--- src/design/lpfc_consts.svh ---
// Purpose: Offsets, field positions, reset values and counts of the stop/freeze/clock block.
// Assumes: Included by the design modules by bare name.
// Notes:   Definitions only.
`ifndef LPFC_CONSTS_SVH
`define LPFC_CONSTS_SVH
// Register byte offsets.
`define LPFC_OFS_CFG      8'h00
`define LPFC_OFS_SYNTH    8'h04
`define LPFC_OFS_TICK     8'h08
`define LPFC_OFS_SERVICE  8'h0c
`define LPFC_OFS_STATUS   8'h10
// Module configuration fields.
`define LPFC_CFG_KEEP     0
`define LPFC_CFG_FREEZE_BUS_WATCH_BIT    1
`define LPFC_CFG_FRZDT    2
`define LPFC_CFG_DOGEN    3
`define LPFC_CFG_RST      4'h0
// Synthesizer control fields.
`define LPFC_SYN_W        15
`define LPFC_SYN_X        14
`define LPFC_SYN_Y_LO     8
`define LPFC_SYN_RST      16'h3f00
// Tick timer fields.
`define LPFC_TCK_PRESC    8
`define LPFC_TCK_LVL_LO   12
// Service key pair.
`define LPFC_KEY_FIRST    8'h55
`define LPFC_KEY_SECOND   8'haa
// Tick prescaler and post divider.
`define LPFC_TCK_PRE_DIV  9'h1ff
`define LPFC_TCK_POST_DIV 2'h3
`endif

--- src/design/lpfc_pkg.sv ---
// Purpose: Types shared by the stop/freeze/clock block and its tick timer.
// Assumes: Constants come from lpfc_consts.svh.
// Notes:   Holds types only.
package lpfc_pkg;
   // Stop sequencing states.
   typedef enum logic [1:0] {LPFC_RUN, LPFC_STOP, LPFC_WAKE} lpfc_state_e;
   // Tick timer setup as software wrote it.
   typedef struct packed {
      logic [2:0] level;
      logic       presc;
      logic [7:0] modulus;
   } lpfc_tick_cfg_s;
endpackage

--- src/design/lpfc_tick_timer.sv ---
// Purpose: Periodic tick timer: prescaler, divide by four and modulus down counter.
// Assumes: ref_tick_i is a one-cycle enable at the reference rate.
// Notes:   A new nonzero modulus is taken when the running count completes; a zero modulus stops the timer at once.
`timescale 1ns/100ps
`include "lpfc_consts.svh"
module lpfc_tick_timer (
   // Clock and reset.
   input  wire logic                    clk_i,
   input  wire logic                    rst_i,
   // Setup and gating.
   input  wire lpfc_pkg::lpfc_tick_cfg_s cfg_i,
   input  wire logic                    run_i,
   input  wire logic                    ref_tick_i,
   // Expiry pulse.
   output logic                         fire_o
);
   import lpfc_pkg::*;

   logic [8:0] pre_r;
   logic [1:0] post_r;
   logic [7:0] cnt_r;
   logic       fire_r;

   // Prescale by 512 when selected, then always divide by four.
   wire pre_tick  = run_i && ref_tick_i &&
                    (!cfg_i.presc || pre_r == `LPFC_TCK_PRE_DIV);
   wire post_tick = pre_tick && post_r == `LPFC_TCK_POST_DIV;
   wire off       = cfg_i.modulus == 8'h00;
   wire done      = post_tick && !off && cnt_r == 8'h01;

   // Dividers and modulus counter only move while running.
   always_ff @(posedge clk_i) begin
      if (rst_i) begin
         pre_r  <= 9'h000;
         post_r <= 2'h0;
         cnt_r  <= 8'h00;
         fire_r <= 1'b0;
      end else begin
         fire_r <= done;
         if (run_i && ref_tick_i)
            pre_r <= pre_r + 9'h001;
         if (pre_tick)
            post_r <= post_r + 2'h1;
         if (post_tick) begin
            // A zero modulus holds the timer off; reload on completion.
            if (off)
               cnt_r <= 8'h00;
            else if (cnt_r == 8'h00 || cnt_r == 8'h01)
               cnt_r <= cfg_i.modulus;
            else
               cnt_r <= cnt_r - 8'h01;
         end
      end
   end

   assign fire_o = fire_r;
endmodule

--- src/design/lpfc_ctrl.sv ---
// Purpose: Low-power stop, debug freeze gating and clock source control.
// Assumes: APB slave, zero wait states; inputs synchronous to clk_i.
// Notes:   Clock gates and synthesizer fields are outputs to the analog clock unit.
//
// Register access over APB and the register offsets were decided locally.
`timescale 1ns/100ps
`include "lpfc_consts.svh"
// Notes on behaviour
// - Stop instruction latches the processor interrupt mask, then enters stop.
// - In stop, internal clocks gate off; the keep bit keeps only the unit clock running.
// - Bus, halt and spurious interrupt monitors are inactive in stop.
// - Watchdog holds its count in stop, resumes first edge after.
// - Stop never clears the watchdog; only the service pair or an expiry does.
// - Tick timer keeps counting and interrupting through stop.
// - Tick or external interrupt above latched mask ends stop.
// - Any reset ends stop.
// - Freeze touches only bus monitor, watchdog and tick timer.
// - Freeze with bus-watch freeze bit set disables the bus monitor.
// - Freeze with dog/tick freeze bit set suspends watchdog and tick timer.
// - Clock rate changes leave all register contents intact.
// - Strap high in reset enables synthesizer; control register sets it.
// - Strap low in reset disables synthesizer; its writes are ignored.
// - VCO runs at two or four times system clock per divide bit.
// - Divide bit clear at reset gives quarter VCO; set doubles, no relock.
// - Zero modulus turns tick timer off; else fire at zero and reload.
module lpfc_ctrl #(
   parameter int DOG_LIMIT = 32768
) (
   // Clock and reset.
   input  wire logic        clk_i,
   input  wire logic        rst_i,
   // APB slave.
   input  wire logic        psel,
   input  wire logic        penable,
   input  wire logic        pwrite,
   input  wire logic [7:0]  paddr,
   input  wire logic [31:0] pwdata,
   output logic [31:0]      prdata,
   output logic             pready,
   output logic             pslverr,
   // Processor side.
   input  wire logic        low_power_stop_instr_i,
   input  wire logic [2:0]  ipl_mask_i,
   input  wire logic        freeze_i,
   input  wire logic [2:0]  ext_irq_level_i,
   output logic             wake_irq_o,
   output logic [2:0]       wake_level_o,
   output logic             tick_irq_o,
   // Strap and reference.
   input  wire logic        clock_source_strap_i,
   input  wire logic        ref_tick_i,
   // Clock gates and monitor enables.
   output logic             stopped_o,
   output logic             unit_clk_en_o,
   output logic             periph_clk_en_o,
   output logic             bus_mon_en_o,
   output logic             halt_mon_en_o,
   output logic             spur_mon_en_o,
   output logic             dog_clk_en_o,
   output logic             dog_reset_o,
   // Synthesizer controls.
   output logic             synth_en_o,
   output logic             synth_w_o,
   output logic             synth_x_o,
   output logic [5:0]       synth_y_o,
   output logic             vco_ratio_four_o
);
   import lpfc_pkg::*;

   // Counter width covers the limit itself.
   localparam int DOG_W = $clog2(DOG_LIMIT + 1);

   // The watchdog counter must be able to reach its limit.
   if (DOG_LIMIT < 2) begin : g_bad_limit
      $error("DOG_LIMIT must be at least 2");
   end

   // Word decode of one register offset; shared by every register.
   function automatic logic ofs_hit(input logic [7:0] addr, input logic [7:0] ofs);
      return addr == ofs;
   endfunction

   // Priority test against the latched mask; a request must exceed it to count.
   function automatic logic above_mask(input logic [2:0] lvl, input logic [2:0] msk);
      return lvl > msk;
   endfunction

   // State, latched mask and software-visible registers.
   lpfc_state_e    state_r;
   lpfc_state_e    state_nxt;
   logic [2:0]     mask_r;
   logic [2:0]     wake_lvl_r;
   logic           wake_irq_r;
   logic [3:0]     cfg_r;
   logic           synth_en_r;
   logic [15:0]    synth_r;
   lpfc_tick_cfg_s tick_cfg_r;
   logic           key_armed_r;
   logic [DOG_W-1:0] dog_cnt_r;
   logic           dog_reset_r;
   logic [31:0]    prdata_r;
   logic           tick_fire;

   // APB decode. Only the access phase writes; the setup phase merely selects.
   // Read data is loaded at the setup edge so it stands for the access phase.
   wire acc      = psel && penable;
   wire wr       = acc && pwrite;
   wire hit_cfg  = ofs_hit(paddr, `LPFC_OFS_CFG);
   wire hit_syn  = ofs_hit(paddr, `LPFC_OFS_SYNTH);
   wire hit_tck  = ofs_hit(paddr, `LPFC_OFS_TICK);
   wire hit_svc  = ofs_hit(paddr, `LPFC_OFS_SERVICE);
   wire hit_sts  = ofs_hit(paddr, `LPFC_OFS_STATUS);
   wire mapped   = hit_cfg || hit_syn || hit_tck || hit_svc || hit_sts;
   wire wr_cfg   = wr && hit_cfg;
   wire wr_syn   = wr && hit_syn && synth_en_r;
   wire wr_tck   = wr && hit_tck;
   wire wr_svc   = wr && hit_svc;

   // Configuration bits.
   // Bits above the watchdog enable read back as zero.
   wire keep_bit   = cfg_r[`LPFC_CFG_KEEP];
   wire frz_bus    = cfg_r[`LPFC_CFG_FREEZE_BUS_WATCH_BIT];
   wire frz_dogtck = cfg_r[`LPFC_CFG_FRZDT];
   wire dog_en     = cfg_r[`LPFC_CFG_DOGEN];

   // Stop and freeze qualifiers.
   // Freeze is a level from the core and acts only while it stands.
   wire in_stop    = state_r == LPFC_STOP;
   wire clocks_off = state_r == LPFC_STOP;
   wire frz_b      = freeze_i && frz_bus;
   wire frz_d      = freeze_i && frz_dogtck;
   // Freeze only reaches bus monitor, watchdog and tick timer.
   assign bus_mon_en_o  = !in_stop && !frz_b;
   assign halt_mon_en_o = !in_stop;
   assign spur_mon_en_o = !in_stop;
   assign dog_clk_en_o  = !in_stop && !frz_d;
   // The tick timer ignores stop; only freeze can suspend it.
   wire tick_run   = !frz_d;

   // Clock gating: keep bit leaves the unit clock running in stop.
   // The peripheral clock has no keep option; only the unit clock has one.
   assign unit_clk_en_o   = !clocks_off || keep_bit;
   assign periph_clk_en_o = !clocks_off;
   assign stopped_o       = in_stop;

   // Wake qualification against the mask latched at stop entry.
   // A tick expiry of equal level wins over an external request.
   wire tick_wake = tick_fire && above_mask(tick_cfg_r.level, mask_r);
   wire ext_wake  = above_mask(ext_irq_level_i, mask_r);
   wire wake      = tick_wake || ext_wake;
   wire [2:0] wake_lvl_nxt = (tick_wake && tick_cfg_r.level >= ext_irq_level_i)
                             ? tick_cfg_r.level : ext_irq_level_i;

   // Stop sequencing: run, stop, then one wake cycle with clocks back on.
   always_comb begin
      state_nxt = state_r;
      unique case (state_r)
         LPFC_RUN: begin
            if (low_power_stop_instr_i)
               state_nxt = LPFC_STOP;
         end
         LPFC_STOP: begin
            if (wake)
               state_nxt = LPFC_WAKE;
         end
         LPFC_WAKE: begin
            state_nxt = LPFC_RUN;
         end
         default: begin
            state_nxt = LPFC_RUN;
         end
      endcase
   end

   // State, mask latch and wake presentation.
   // The interrupt is shown only after the wake cycle has ungated the clocks.
   // Mask resets to all ones, so nothing can wake a part that never stopped.
   always_ff @(posedge clk_i) begin
      if (rst_i) begin
         state_r    <= LPFC_RUN;
         mask_r     <= 3'h7;
         wake_lvl_r <= 3'h0;
         wake_irq_r <= 1'b0;
      end else begin
         state_r    <= state_nxt;
         wake_irq_r <= state_r == LPFC_WAKE;
         if (state_r == LPFC_RUN && low_power_stop_instr_i)
            mask_r <= ipl_mask_i;
         if (in_stop && wake)
            wake_lvl_r <= wake_lvl_nxt;
      end
   end

   assign wake_irq_o   = wake_irq_r;
   assign wake_level_o = wake_lvl_r;

   // Strap is caught while reset is held, so the last reset cycle decides.
   // The enable has no reset value of its own: it simply is the strap.
   always_ff @(posedge clk_i) begin
      if (rst_i)
         synth_en_r <= clock_source_strap_i;
   end

   // Software registers. Nothing here depends on the clock rate, so a
   // synthesizer change cannot disturb stored values.
   always_ff @(posedge clk_i) begin
      if (rst_i) begin
         cfg_r      <= `LPFC_CFG_RST;
         synth_r    <= `LPFC_SYN_RST;
         tick_cfg_r <= '0;
      end else begin
         if (wr_cfg)
            cfg_r <= pwdata[3:0];
         if (wr_syn)
            synth_r <= pwdata[15:0];
         if (wr_tck) begin
            tick_cfg_r.modulus <= pwdata[7:0];
            tick_cfg_r.presc   <= pwdata[`LPFC_TCK_PRESC];
            tick_cfg_r.level   <= pwdata[`LPFC_TCK_LVL_LO +: 3];
         end
      end
   end

   // Synthesizer outputs; a disabled synthesizer shows its reset fields.
   // Writes are refused while the strap selects an external clock.
   assign synth_en_o       = synth_en_r;
   assign synth_w_o        = synth_r[`LPFC_SYN_W];
   assign synth_x_o        = synth_r[`LPFC_SYN_X];
   assign synth_y_o        = synth_r[`LPFC_SYN_Y_LO +: 6];
   // Divide bit clear: VCO is four times the system clock, set: twice.
   assign vco_ratio_four_o = !synth_r[`LPFC_SYN_X];

   // Service pair: first key arms, second key restarts the count.
   // Any other write to the service offset disarms, so a stray write needs a fresh pair.
   // The arm flag survives stop, so a pair may straddle a stop.
   wire key1    = wr_svc && pwdata[7:0] == `LPFC_KEY_FIRST;
   wire key2    = wr_svc && pwdata[7:0] == `LPFC_KEY_SECOND;
   wire service = key2 && key_armed_r;

   // Watchdog counter: held while its clock is gated, cleared by service or on expiry.
   // The limit is a parameter so that a bench can use a short period.
   always_ff @(posedge clk_i) begin
      if (rst_i) begin
         key_armed_r <= 1'b0;
         dog_cnt_r   <= '0;
         dog_reset_r <= 1'b0;
      end else begin
         if (wr_svc)
            key_armed_r <= key1;
         dog_reset_r <= 1'b0;
         if (service)
            dog_cnt_r <= '0;
         else if (dog_en && dog_clk_en_o) begin
            // Count moves only on enabled edges, so stop merely pauses it.
            if (dog_cnt_r == DOG_W'(DOG_LIMIT - 1)) begin
               dog_cnt_r   <= '0;
               dog_reset_r <= 1'b1;
            end else
               dog_cnt_r <= dog_cnt_r + DOG_W'(1);
         end
      end
   end

   assign dog_reset_o = dog_reset_r;

   // Tick timer runs on its own enable, independent of the stop state.
   // Only freeze halts it; software halts it with a zero modulus.
   lpfc_tick_timer u_tick (
      .clk_i      (clk_i),
      .rst_i      (rst_i),
      .cfg_i      (tick_cfg_r),
      .run_i      (tick_run),
      .ref_tick_i (ref_tick_i),
      .fire_o     (tick_fire)
   );

   // A zero level leaves the tick expiry silent toward the core.
   assign tick_irq_o = tick_fire && tick_cfg_r.level != 3'h0;

   // Read mux. Unmapped reads return zero and raise pslverr instead.
   wire [31:0] rd_sts = {22'h0, dog_en, synth_en_r, mask_r, wake_lvl_r,
                         state_r == LPFC_WAKE, in_stop};
   // Tick image: level field, prescale bit and modulus.
   wire [31:0] rd_tck = {17'h0, tick_cfg_r.level, 3'h0,
                         tick_cfg_r.presc, tick_cfg_r.modulus};
   wire [31:0] rd_mux = hit_cfg ? {28'h0, cfg_r} :
                        hit_syn ? {16'h0, synth_r} :
                        hit_tck ? rd_tck :
                        hit_sts ? rd_sts : 32'h0;

   // Read data registered at the setup edge of a read.
   // A flop keeps it steady through the whole access phase.
   always_ff @(posedge clk_i) begin
      if (rst_i)
         prdata_r <= 32'h0;
      else if (psel && !penable && !pwrite)
         prdata_r <= rd_mux;
   end

   // Zero wait states: every register answers in its access phase.
   // Unmapped addresses answer with an error.
   assign pready  = 1'b1;
   assign pslverr = acc && !mapped;
   assign prdata  = prdata_r;
endmodule

--- config.mk ---
export PLATFORM = sky130hd
export DESIGN_NAME = lpfc_ctrl
export DESIGN_NICKNAME = d
export VERILOG_FILES = /design/src/design/lpfc_pkg.sv /design/src/design/lpfc_tick_timer.sv /design/src/design/lpfc_ctrl.sv
export VERILOG_INCLUDE_DIRS = /design/src /design/src/design
export SDC_FILE = /design/constraint.sdc
export NUM_CORES = 1
export LEC_CHECK = 0
export CORE_MARGIN = 1
export CORE_UTILIZATION = 45
export CTS_CLUSTER_DIAMETER = 120
export DETAILED_ROUTE_END_ITERATION = 8
export DONT_BUFFER_PORTS = 1
export PLACE_DENSITY = 0.72
export SLEW_MARGIN = 20
export SYNTH_ARGS = -nofsm -noshare
export SYNTH_HDL_FRONTEND = slang
export SYNTH_SLANG_ARGS = --single-unit
--- constraint.sdc ---
create_clock -name clk_i -period 4.5 [get_ports clk_i]
set_input_delay 0.9 -clock clk_i [delete_from_list [all_inputs] [get_ports clk_i]]
set_output_delay 0.9 -clock clk_i [all_outputs]
set_load 0.01 [all_outputs]
==> out/qor.csv, run 1 <==
stage,metric,value,unit
die,die footprint,0.0113,sq mm
yosys,Area contributors post-synth,"dfxtp_1, nand2_1, nor2_1",
die,initial core utilization,47.0,%
job,max-cap violations,0,
status,outcome,finished clean,
drt,DR WL/cell,15.8,microns
cts,"Reg clk slew, reported paths",0.09,ns
cts,Sink Count,96,
yosys,Post-Syn Area,0.00489,sq mm
cts,Clock Latency Late Sink,0.37,ns
drt,Detail Route Antenna Nets,0,
yosys,Yosys cell types,55,
timing,Clock Skew,0.0144,ns
drt,vias per cell,5.84,
die,core area,0.0104,sq mm
timing,setup TNS,0,ns
yosys,ys async rst share,0,%
placed_design,placed inst area,0.00479,sq mm
timing,FMAX,352,MHz
critical_path,CP Class,input pin to register,
cts,CTS Buffer Depth,2,
cts,CTS buffer count,9,
critical_path,Worst Setup SP,paddr[7],
timing,final setup margin,1.66,ns
yosys,Synth Area per Inst,8.34,sq um
critical_path,"Data required, critical path",4.80,ns
drt,1st-iter DRT viols,269,
drt,vias post-DR,4097,
die,Die X,106,microns
cts,setup bufs post-CTS,0,
yosys,yosys warns,0,
timing,RSZ-0062 raised after global routing,no,
yosys,"Seq/Total Area, Yosys",39.5,%
finish,fin nets,632,
critical_path,worst reg2reg startpoint,u_tick.pre_r[2]$_SDFFE_PP0P_,
power,power share of the combinational group,5.9,%
finish,diode count,0,
cts,root buf cell,clkbuf_8,
critical_path,"Arr. time, crit path",3.13,ns
grt,vias in the first global route,3736,
timing,"Hold Violations, Final",0,
cts,Post-CTS Resized,0,
critical_path,largest stage delay on the critical path,0.95,ns
power,Power Internal,1.16,mW
power,Switch Pwr,0.390,mW
grt,initial antenna violation count,0,
timing,post-route minimum period,2.84,ns
die,io pins,112,
die,Die Y-Extent,106,microns
die,FP Rows,37,
cts,number of H-tree levels,3,
timing,Slew Limit Fails,0,
timing,WHS,0.468,ns
yosys,"flops & latches, synth",96,
critical_path,"Max stage delay cell, worst path",nor4_2,
grt,largest net degree at the start of global routing,82,
yosys,Post-synth EDFFs,1,
timing,crit share post-route,63.0,%
grt,grt ovf,0,
yosys,Yosys top cell by area,dfxtp_1,
yosys,Cells after Synth,587,
yosys,Yosys top cell area share,38.9,%
finish,Final Util,47.9,%
power,sw frac,25.2,%
critical_path,CP Capture Type,register,
cts,CTS tree,built,
timing,# setup viols final,0,
drt,final wirelength,11100,microns
finish,Area Growth Syn to Fin,1.99,%
timing,Worst Tran Pin Value,1.03,ns
drt,DRC,0,
placed_design,pre-CTS WS,1.25,ns
power,Leak,1.74,nW
power,power per standard cell area,310,mW/mm^2
drt,Pre-antenna DRT Iters,5,
placed_design,RD Place Congestion,0.887,
grt,first-pass GRT wire length,18100,microns
placed_design,PortBufs,0,
worst_hold_path,hold crit path type,register to register,
critical_path,CP cell instances,or4_1 -> or2_1 -> nor4_2 -> nand2_1 -> a21oi_1,
yosys,"Primary FF master, synth",dfxtp_1,
grt,GR Util All Layers,20.3,%
timing,headroom to the max-slew limit,30.4,%
worst_hold_path,hold path start,u_tick.post_r[1]$_SDFFE_PP0P_,
critical_path,crit path max fanout,12,
finish,layout cells sized above 1,5.30,%
placed_design,DPL Wire Length,8080,microns
power,VDD IR max,0.166,mV
cts,Hold Buf Count CTS,0,
finish,final instance area,0.00499,sq mm
critical_path,Startpoint Class,input pin,
power,Seq pwr share,56.6,%
power,clock power share,37.4,%
[layout make-up]
type / count / area (sq um)
clock buffer: 9 / 124
clock inverter: 7 / 76.3
fill: 987 / 5430
inverter: 19 / 71.3
multi-input combinational: 432 / 2590
sequential: 96 / 1930
tap: 136 / 170
timing repair buffer: 3 / 22.5
[state kept, by name, summed over array words and instances, names as in the netlist, 2 cells and up]
signal / flops
cfg_r: 4
dog_cnt_r: 16
mask_r: 3
prdata: 16
rd_tck: 12
state_r: 2
synth_r: 16
u_tick.cnt_r: 8
u_tick.post_r: 2
u_tick.pre_r: 9
wake_level_o: 3
[power groups by stage]
stage                     Clock, mW  Sequential, mW  Combinational (mW)
after global routing          0.625           0.878               0.104
after floorplan                   0           0.890               0.106
after detailed placement          0           0.896              0.0914
after CTS                     0.587           0.876              0.0916
final                         0.579           0.876              0.0918
after global placement            0           0.895              0.0879
[cells by family (layout without fill, tap and decap cells)]
group / count (synthesis) / count (layout) / synth area share, %
XOR/XNOR: 23 / 23 / 4.12
adder cells (fa/ha/maj): 16 / 16 / 4.09
other: 2 / 17 / 0.153
AO/OA/AOI/OAI: 109 / 109 / 14.3
buffers and inverters: 74 / 38 / 8.64
AND/OR/NAND/NOR: 246 / 246 / 24.9
flip-flops: 96 / 96 / 39.5
multiplexers: 21 / 21 / 4.32
[routing by layer]
| layer | global-route usage, % | part of all wire (%) |
|---|---|---|
| met5 | 0 | 0 |
| met4 | 8.23 | 2.7 |
| met3 | 4.60 | 7.0 |
| met2 | 33.2 | 48 |
| met1 | 25.9 | 43 |
[metrics by stage]
step | instances | total power, mW
detailed placement | 686 | 0.987
global placement | 686 | 0.983
finish | 702 | 1.55
global route | 702 | 1.61
CTS | 702 | 1.56
floorplan | 602 | 0.995
[cell usage in the layout, fill, tap and decap left out, drive strengths merged, types with 3 or more instances in the layout]
master,Yosys,layout
dfxtp,95,95
nand2,79,79
nor2,72,72
a21oi,45,45
inv,19,22
mux2i,20,20
conb,2,17
nand3,17,17
ha,16,16
o21ai,14,14
nor3,13,13
xnor2,12,12
nor2b,11,11
xor2,11,11
a211o,10,10
a22oi,9,9
clkbuf,20,9
nor4,9,9
or4,7,7
nand4,6,6
o211ai,6,6
a32oi,6,6
nand3b,5,5
a221oi,5,5
and4,4,4
nand2b,4,4
and3,4,4
or3,4,4
a31oi,4,4
nor3b,3,3
buf,35,3
or2,3,3
[cell usage after synthesis, drive strengths merged, types with 2 or more instances]
library cell and number:
a32oi 6, or3 4, xnor2 12, nand2 79
a221oi 5, nand4b 2, a31oi 4, nand3b 5
xor2 11, nor3 13, a21oi 45, nand2b 4
buf 35, nor2b 11, a211o 10, or4bb 2
and3 4, dfxtp 95, or2 3, conb 2
o211ai 6, o21ai 14, mux2i 20, nor3b 3
clkbuf 20, nor2 72, and4 4, nand3 17
inv 19, a211oi 2, nor4 9, o41ai 2
nand4 6, a22oi 9, or4 7, ha 16
[critical path: cells and delay by family]
kind,cells,cell delay (ns)
AOI/OAI and AO/OA,1,0.21
and+or+nand+nor,4,2.01
[path summary, 6_finish.rpt]
path                                                       to  slack [ns]  cells after the start
worst max-delay path                   rd_tck[3]$_SDFFE_PP0P_        1.66                      5
worst min-delay path            u_tick.post_r[1]$_SDFFE_PP0P_        0.47                      2
worst min register to register  u_tick.post_r[1]$_SDFFE_PP0P_        0.47                      2
worst max register to register   u_tick.cnt_r[1]$_SDFFE_PP0P_        2.09                      8
Power figures use the tool's default switching activity.
==> run 2: changes to the inputs <==
--- a/config.mk
+++ b/config.mk
@@ -11,7 +11,7 @@
 export CTS_CLUSTER_DIAMETER = 120
 export DETAILED_ROUTE_END_ITERATION = 8
 export DONT_BUFFER_PORTS = 1
-export PLACE_DENSITY = 0.72
+export PLACE_DENSITY = 0.74
 export SLEW_MARGIN = 20
 export SYNTH_ARGS = -nofsm -noshare
 export SYNTH_HDL_FRONTEND = slang
==> constraint.sdc (replaced) <==
create_clock -name clk_i -period 2.4 [get_ports clk_i]
set_input_delay 0.48 -clock clk_i [delete_from_list [all_inputs] [get_ports clk_i]]
set_output_delay 0.48 -clock clk_i [all_outputs]
set_load 0.01 [all_outputs]
==> run 2 against run 1 <==
Sequential share of layout area down 0.99 points; via count shrank 2.1%; sequential power grew 87%; wire length rose by 0.85%; first-iteration DRC count up 29%; combinational power rose by 98%; core utilization increased by 1.3 points; count of clock-buffer cells in the layout unchanged; power rose by 94%; die area did not move; worst hold slack worse by 0.28 ns; cell area increased by 2.6%.
==> out/qor.csv, run 2 (synthesis gave the netlist of run 1 again) <==
stage,metric,value,unit,change
worst_hold_path,Min-Delay Path Depth,1,,was 2
timing,RSZ-0062 raised after global routing,no,,unchanged
finish,"most common cell after layout, fill and taps aside",dfxtp_1,,unchanged
finish,Area Growth Syn to Fin,4.68,%,was 1.99%
job,max-cap violations,0,,unchanged
critical_path,reg-to-reg endpoint,wake_level_o[1]$_SDFFE_PP0P_,,was u_tick.cnt_r[1]$_SDFFE_PP0P_
timing,post-route minimum period,2.09,ns,
die,FP Rows,37,,unchanged
drt,1st-iter DRT viols,348,,was 269
timing,Slew Limit Fails,0,,unchanged
die,die footprint,0.0113,sq mm,unchanged
critical_path,"Data required, critical path",2.68,ns,was 4.80 ns
timing,crit share post-route,86.9,%,
cts,CTS Buffer Depth,2,,unchanged
drt,DR WL/cell,15.7,microns,was 15.8 microns
critical_path,reg2reg path depth,5,,was 8
grt,largest net degree at the start of global routing,82,,unchanged
timing,FMAX,479,MHz,
cts,Clock Latency Late Sink,0.38,ns,was 0.37 ns
timing,"Hold Violations, Final",0,,unchanged
die,Die X,106,microns,unchanged
grt,vias in the first global route,3810,,"was 3,736"
drt,vias post-DR,4010,,"was 4,097"
worst_hold_path,hold endpoint,state_r[1]$_SDFFE_PP0P_,,was u_tick.post_r[1]$_SDFFE_PP0P_
critical_path,reg-to-reg setup timing slack,0.31,ns,was 2.09 ns
critical_path,Startpoint Class,register,,was input pin
finish,Final Util,49.2,%,was 47.9%
critical_path,"Arr. time, crit path",2.37,ns,was 3.13 ns
grt,first-pass GRT wire length,18100,microns,about the same
cts,"Reg clk slew, reported paths",0.10,ns,was 0.09 ns
drt,Detail Route Antenna Nets,0,,unchanged
drt,Pre-antenna DRT Iters,7,,was 5
finish,diode count,0,,unchanged
grt,GR Util All Layers,20.4,%,was 20.3%
critical_path,CP Capture Type,register,,unchanged
die,initial core utilization,47.0,%,unchanged
cts,root buf cell,clkbuf_8,,unchanged
grt,grt ovf,0,,unchanged
finish,layout cells sized above 1,7.60,%,was 5.30%
critical_path,CP Class,register to register,,was input pin to register
die,io pins,112,,unchanged
drt,final wirelength,11200,microns,"was 11,100 microns"
cts,CTS tree,built,,unchanged
timing,headroom to the max-slew limit,49.5,%,was 30.4%
grt,initial antenna violation count,0,,unchanged
critical_path,crit path max fanout,6,,was 12
power,power per standard cell area,585,mW/mm^2,was 310 mW/mm^2
power,Leak,1.81,nW,was 1.74 nW
cts,number of H-tree levels,3,,unchanged
placed_design,DPL Wire Length,8230,microns,was 8080 microns
die,core area,0.0104,sq mm,unchanged
drt,vias per cell,5.61,,was 5.84
status,outcome,finished clean,,unchanged
power,VDD IR max,0.354,mV,was 0.166 mV
drt,DRC,0,,unchanged
placed_design,RD Place Congestion,0.876,,was 0.887
power,Pwr Total,3.00,mW,was 1.55 mW
die,Die Y-Extent,106,microns,unchanged
timing,Worst Tran Pin Value,0.755,ns,was 1.03 ns
cts,CTS buffer count,9,,unchanged
cts,setup bufs post-CTS,0,,unchanged
worst_hold_path,hold crit path type,input pin to register,,was register to register
placed_design,Inst Count DP,699,,was 686
critical_path,worst reg2reg startpoint,rd_tck[14]$_SDFFE_PP0P_,,was u_tick.pre_r[2]$_SDFFE_PP0P_
finish,fin nets,645,,was 632
cts,Sink Count,96,,unchanged
finish,non-filler instance count after layout,715,,was 702
timing,# setup viols final,0,,unchanged
timing,setup TNS,0,ns,unchanged
worst_hold_path,hold path start,rst_i,,was u_tick.post_r[1]$_SDFFE_PP0P_
timing,Clock Skew,0.0121,ns,was 0.0144 ns
placed_design,PortBufs,0,,unchanged
finish,"commonest cells after routing, fill and taps aside","dfxtp_1, nand2_1, nor2_1",,unchanged
timing,WHS,0.183,ns,was 0.468 ns
[run 2: worst max-delay path by stage]
stage                                             from                            to  slack [ns]  cells after the start
after detailed placement                      paddr[7]       rd_tck[12]$_SDFFE_PP0P_        0.05                      5
after global placement                        paddr[7]        rd_tck[6]$_SDFFE_PP0P_        0.08                      5
final                          rd_tck[14]$_SDFFE_PP0P_  wake_level_o[1]$_SDFFE_PP0P_        0.31                      5
after CTS                 u_tick.pre_r[2]$_SDFFE_PP0P_  u_tick.cnt_r[3]$_SDFFE_PP0P_        0.19                      8
after global routing            mask_r[2]$_SDFFE_PP1P_  wake_level_o[1]$_SDFFE_PP0P_        0.15                      7
after floorplan                               paddr[7]        rd_tck[0]$_SDFFE_PP0P_        0.13                      7
[run 2: layout make-up]
type / instances / area, sq um
Tap cell: 136 / 170
Multi-Input combinational cell: 432 / 2600
Inverter: 19 / 71.3
Fill cell: 975 / 5290
Timing Repair Buffer: 16 / 133
Clock inverter: 7 / 95.1
Clock buffer: 9 / 124
Sequential cell: 96 / 1930
[run 2: critical path, cell delays in order, from the launching register on]
cell and delay, ns:
dfxtp_1 0.49, ha_1 0.32, and3_1 0.20, a211oi_1 0.51
a31oi_1 0.18, a221oi_1 0.31
[run 2: where the power goes]
group / total [mW] / leakage [nW] / switching [mW] / internal, mW
sequential: 1.64 / 0.777 / 0.0252 / 1.62
clock: 1.17 / 0.106 / 0.584 / 0.587
combinational: 0.182 / 0.929 / 0.115 / 0.0669
[run 2: what timing repair did]
item | CTS | global route
endpoints found under the hold margin | 0 | 0
gates resized for setup | 0 | 1
endpoints found under the setup margin | 0 | 3
hold buffers | 0 | 0
[run 2: layer usage]
| metal | global-route usage [%] | routed length [microns] |
|---|---|---|
| met3 | 6.25 | 915 |
| met2 | 33.8 | 5270 |
| met1 | 24.5 | 4770 |
| met4 | 8.04 | 263 |
| met5 | 0 | 0 |
[run 2: through the flow]
step	worst slack, ns	instance area (sq um)
6_report	0.314	5120
3_3_place_gp	0.0778	4900
3_5_place_dp	0.0514	4900
2_1_floorplan	0.127	4950
5_1_grt	0.149	5120
4_1_cts	0.187	5120
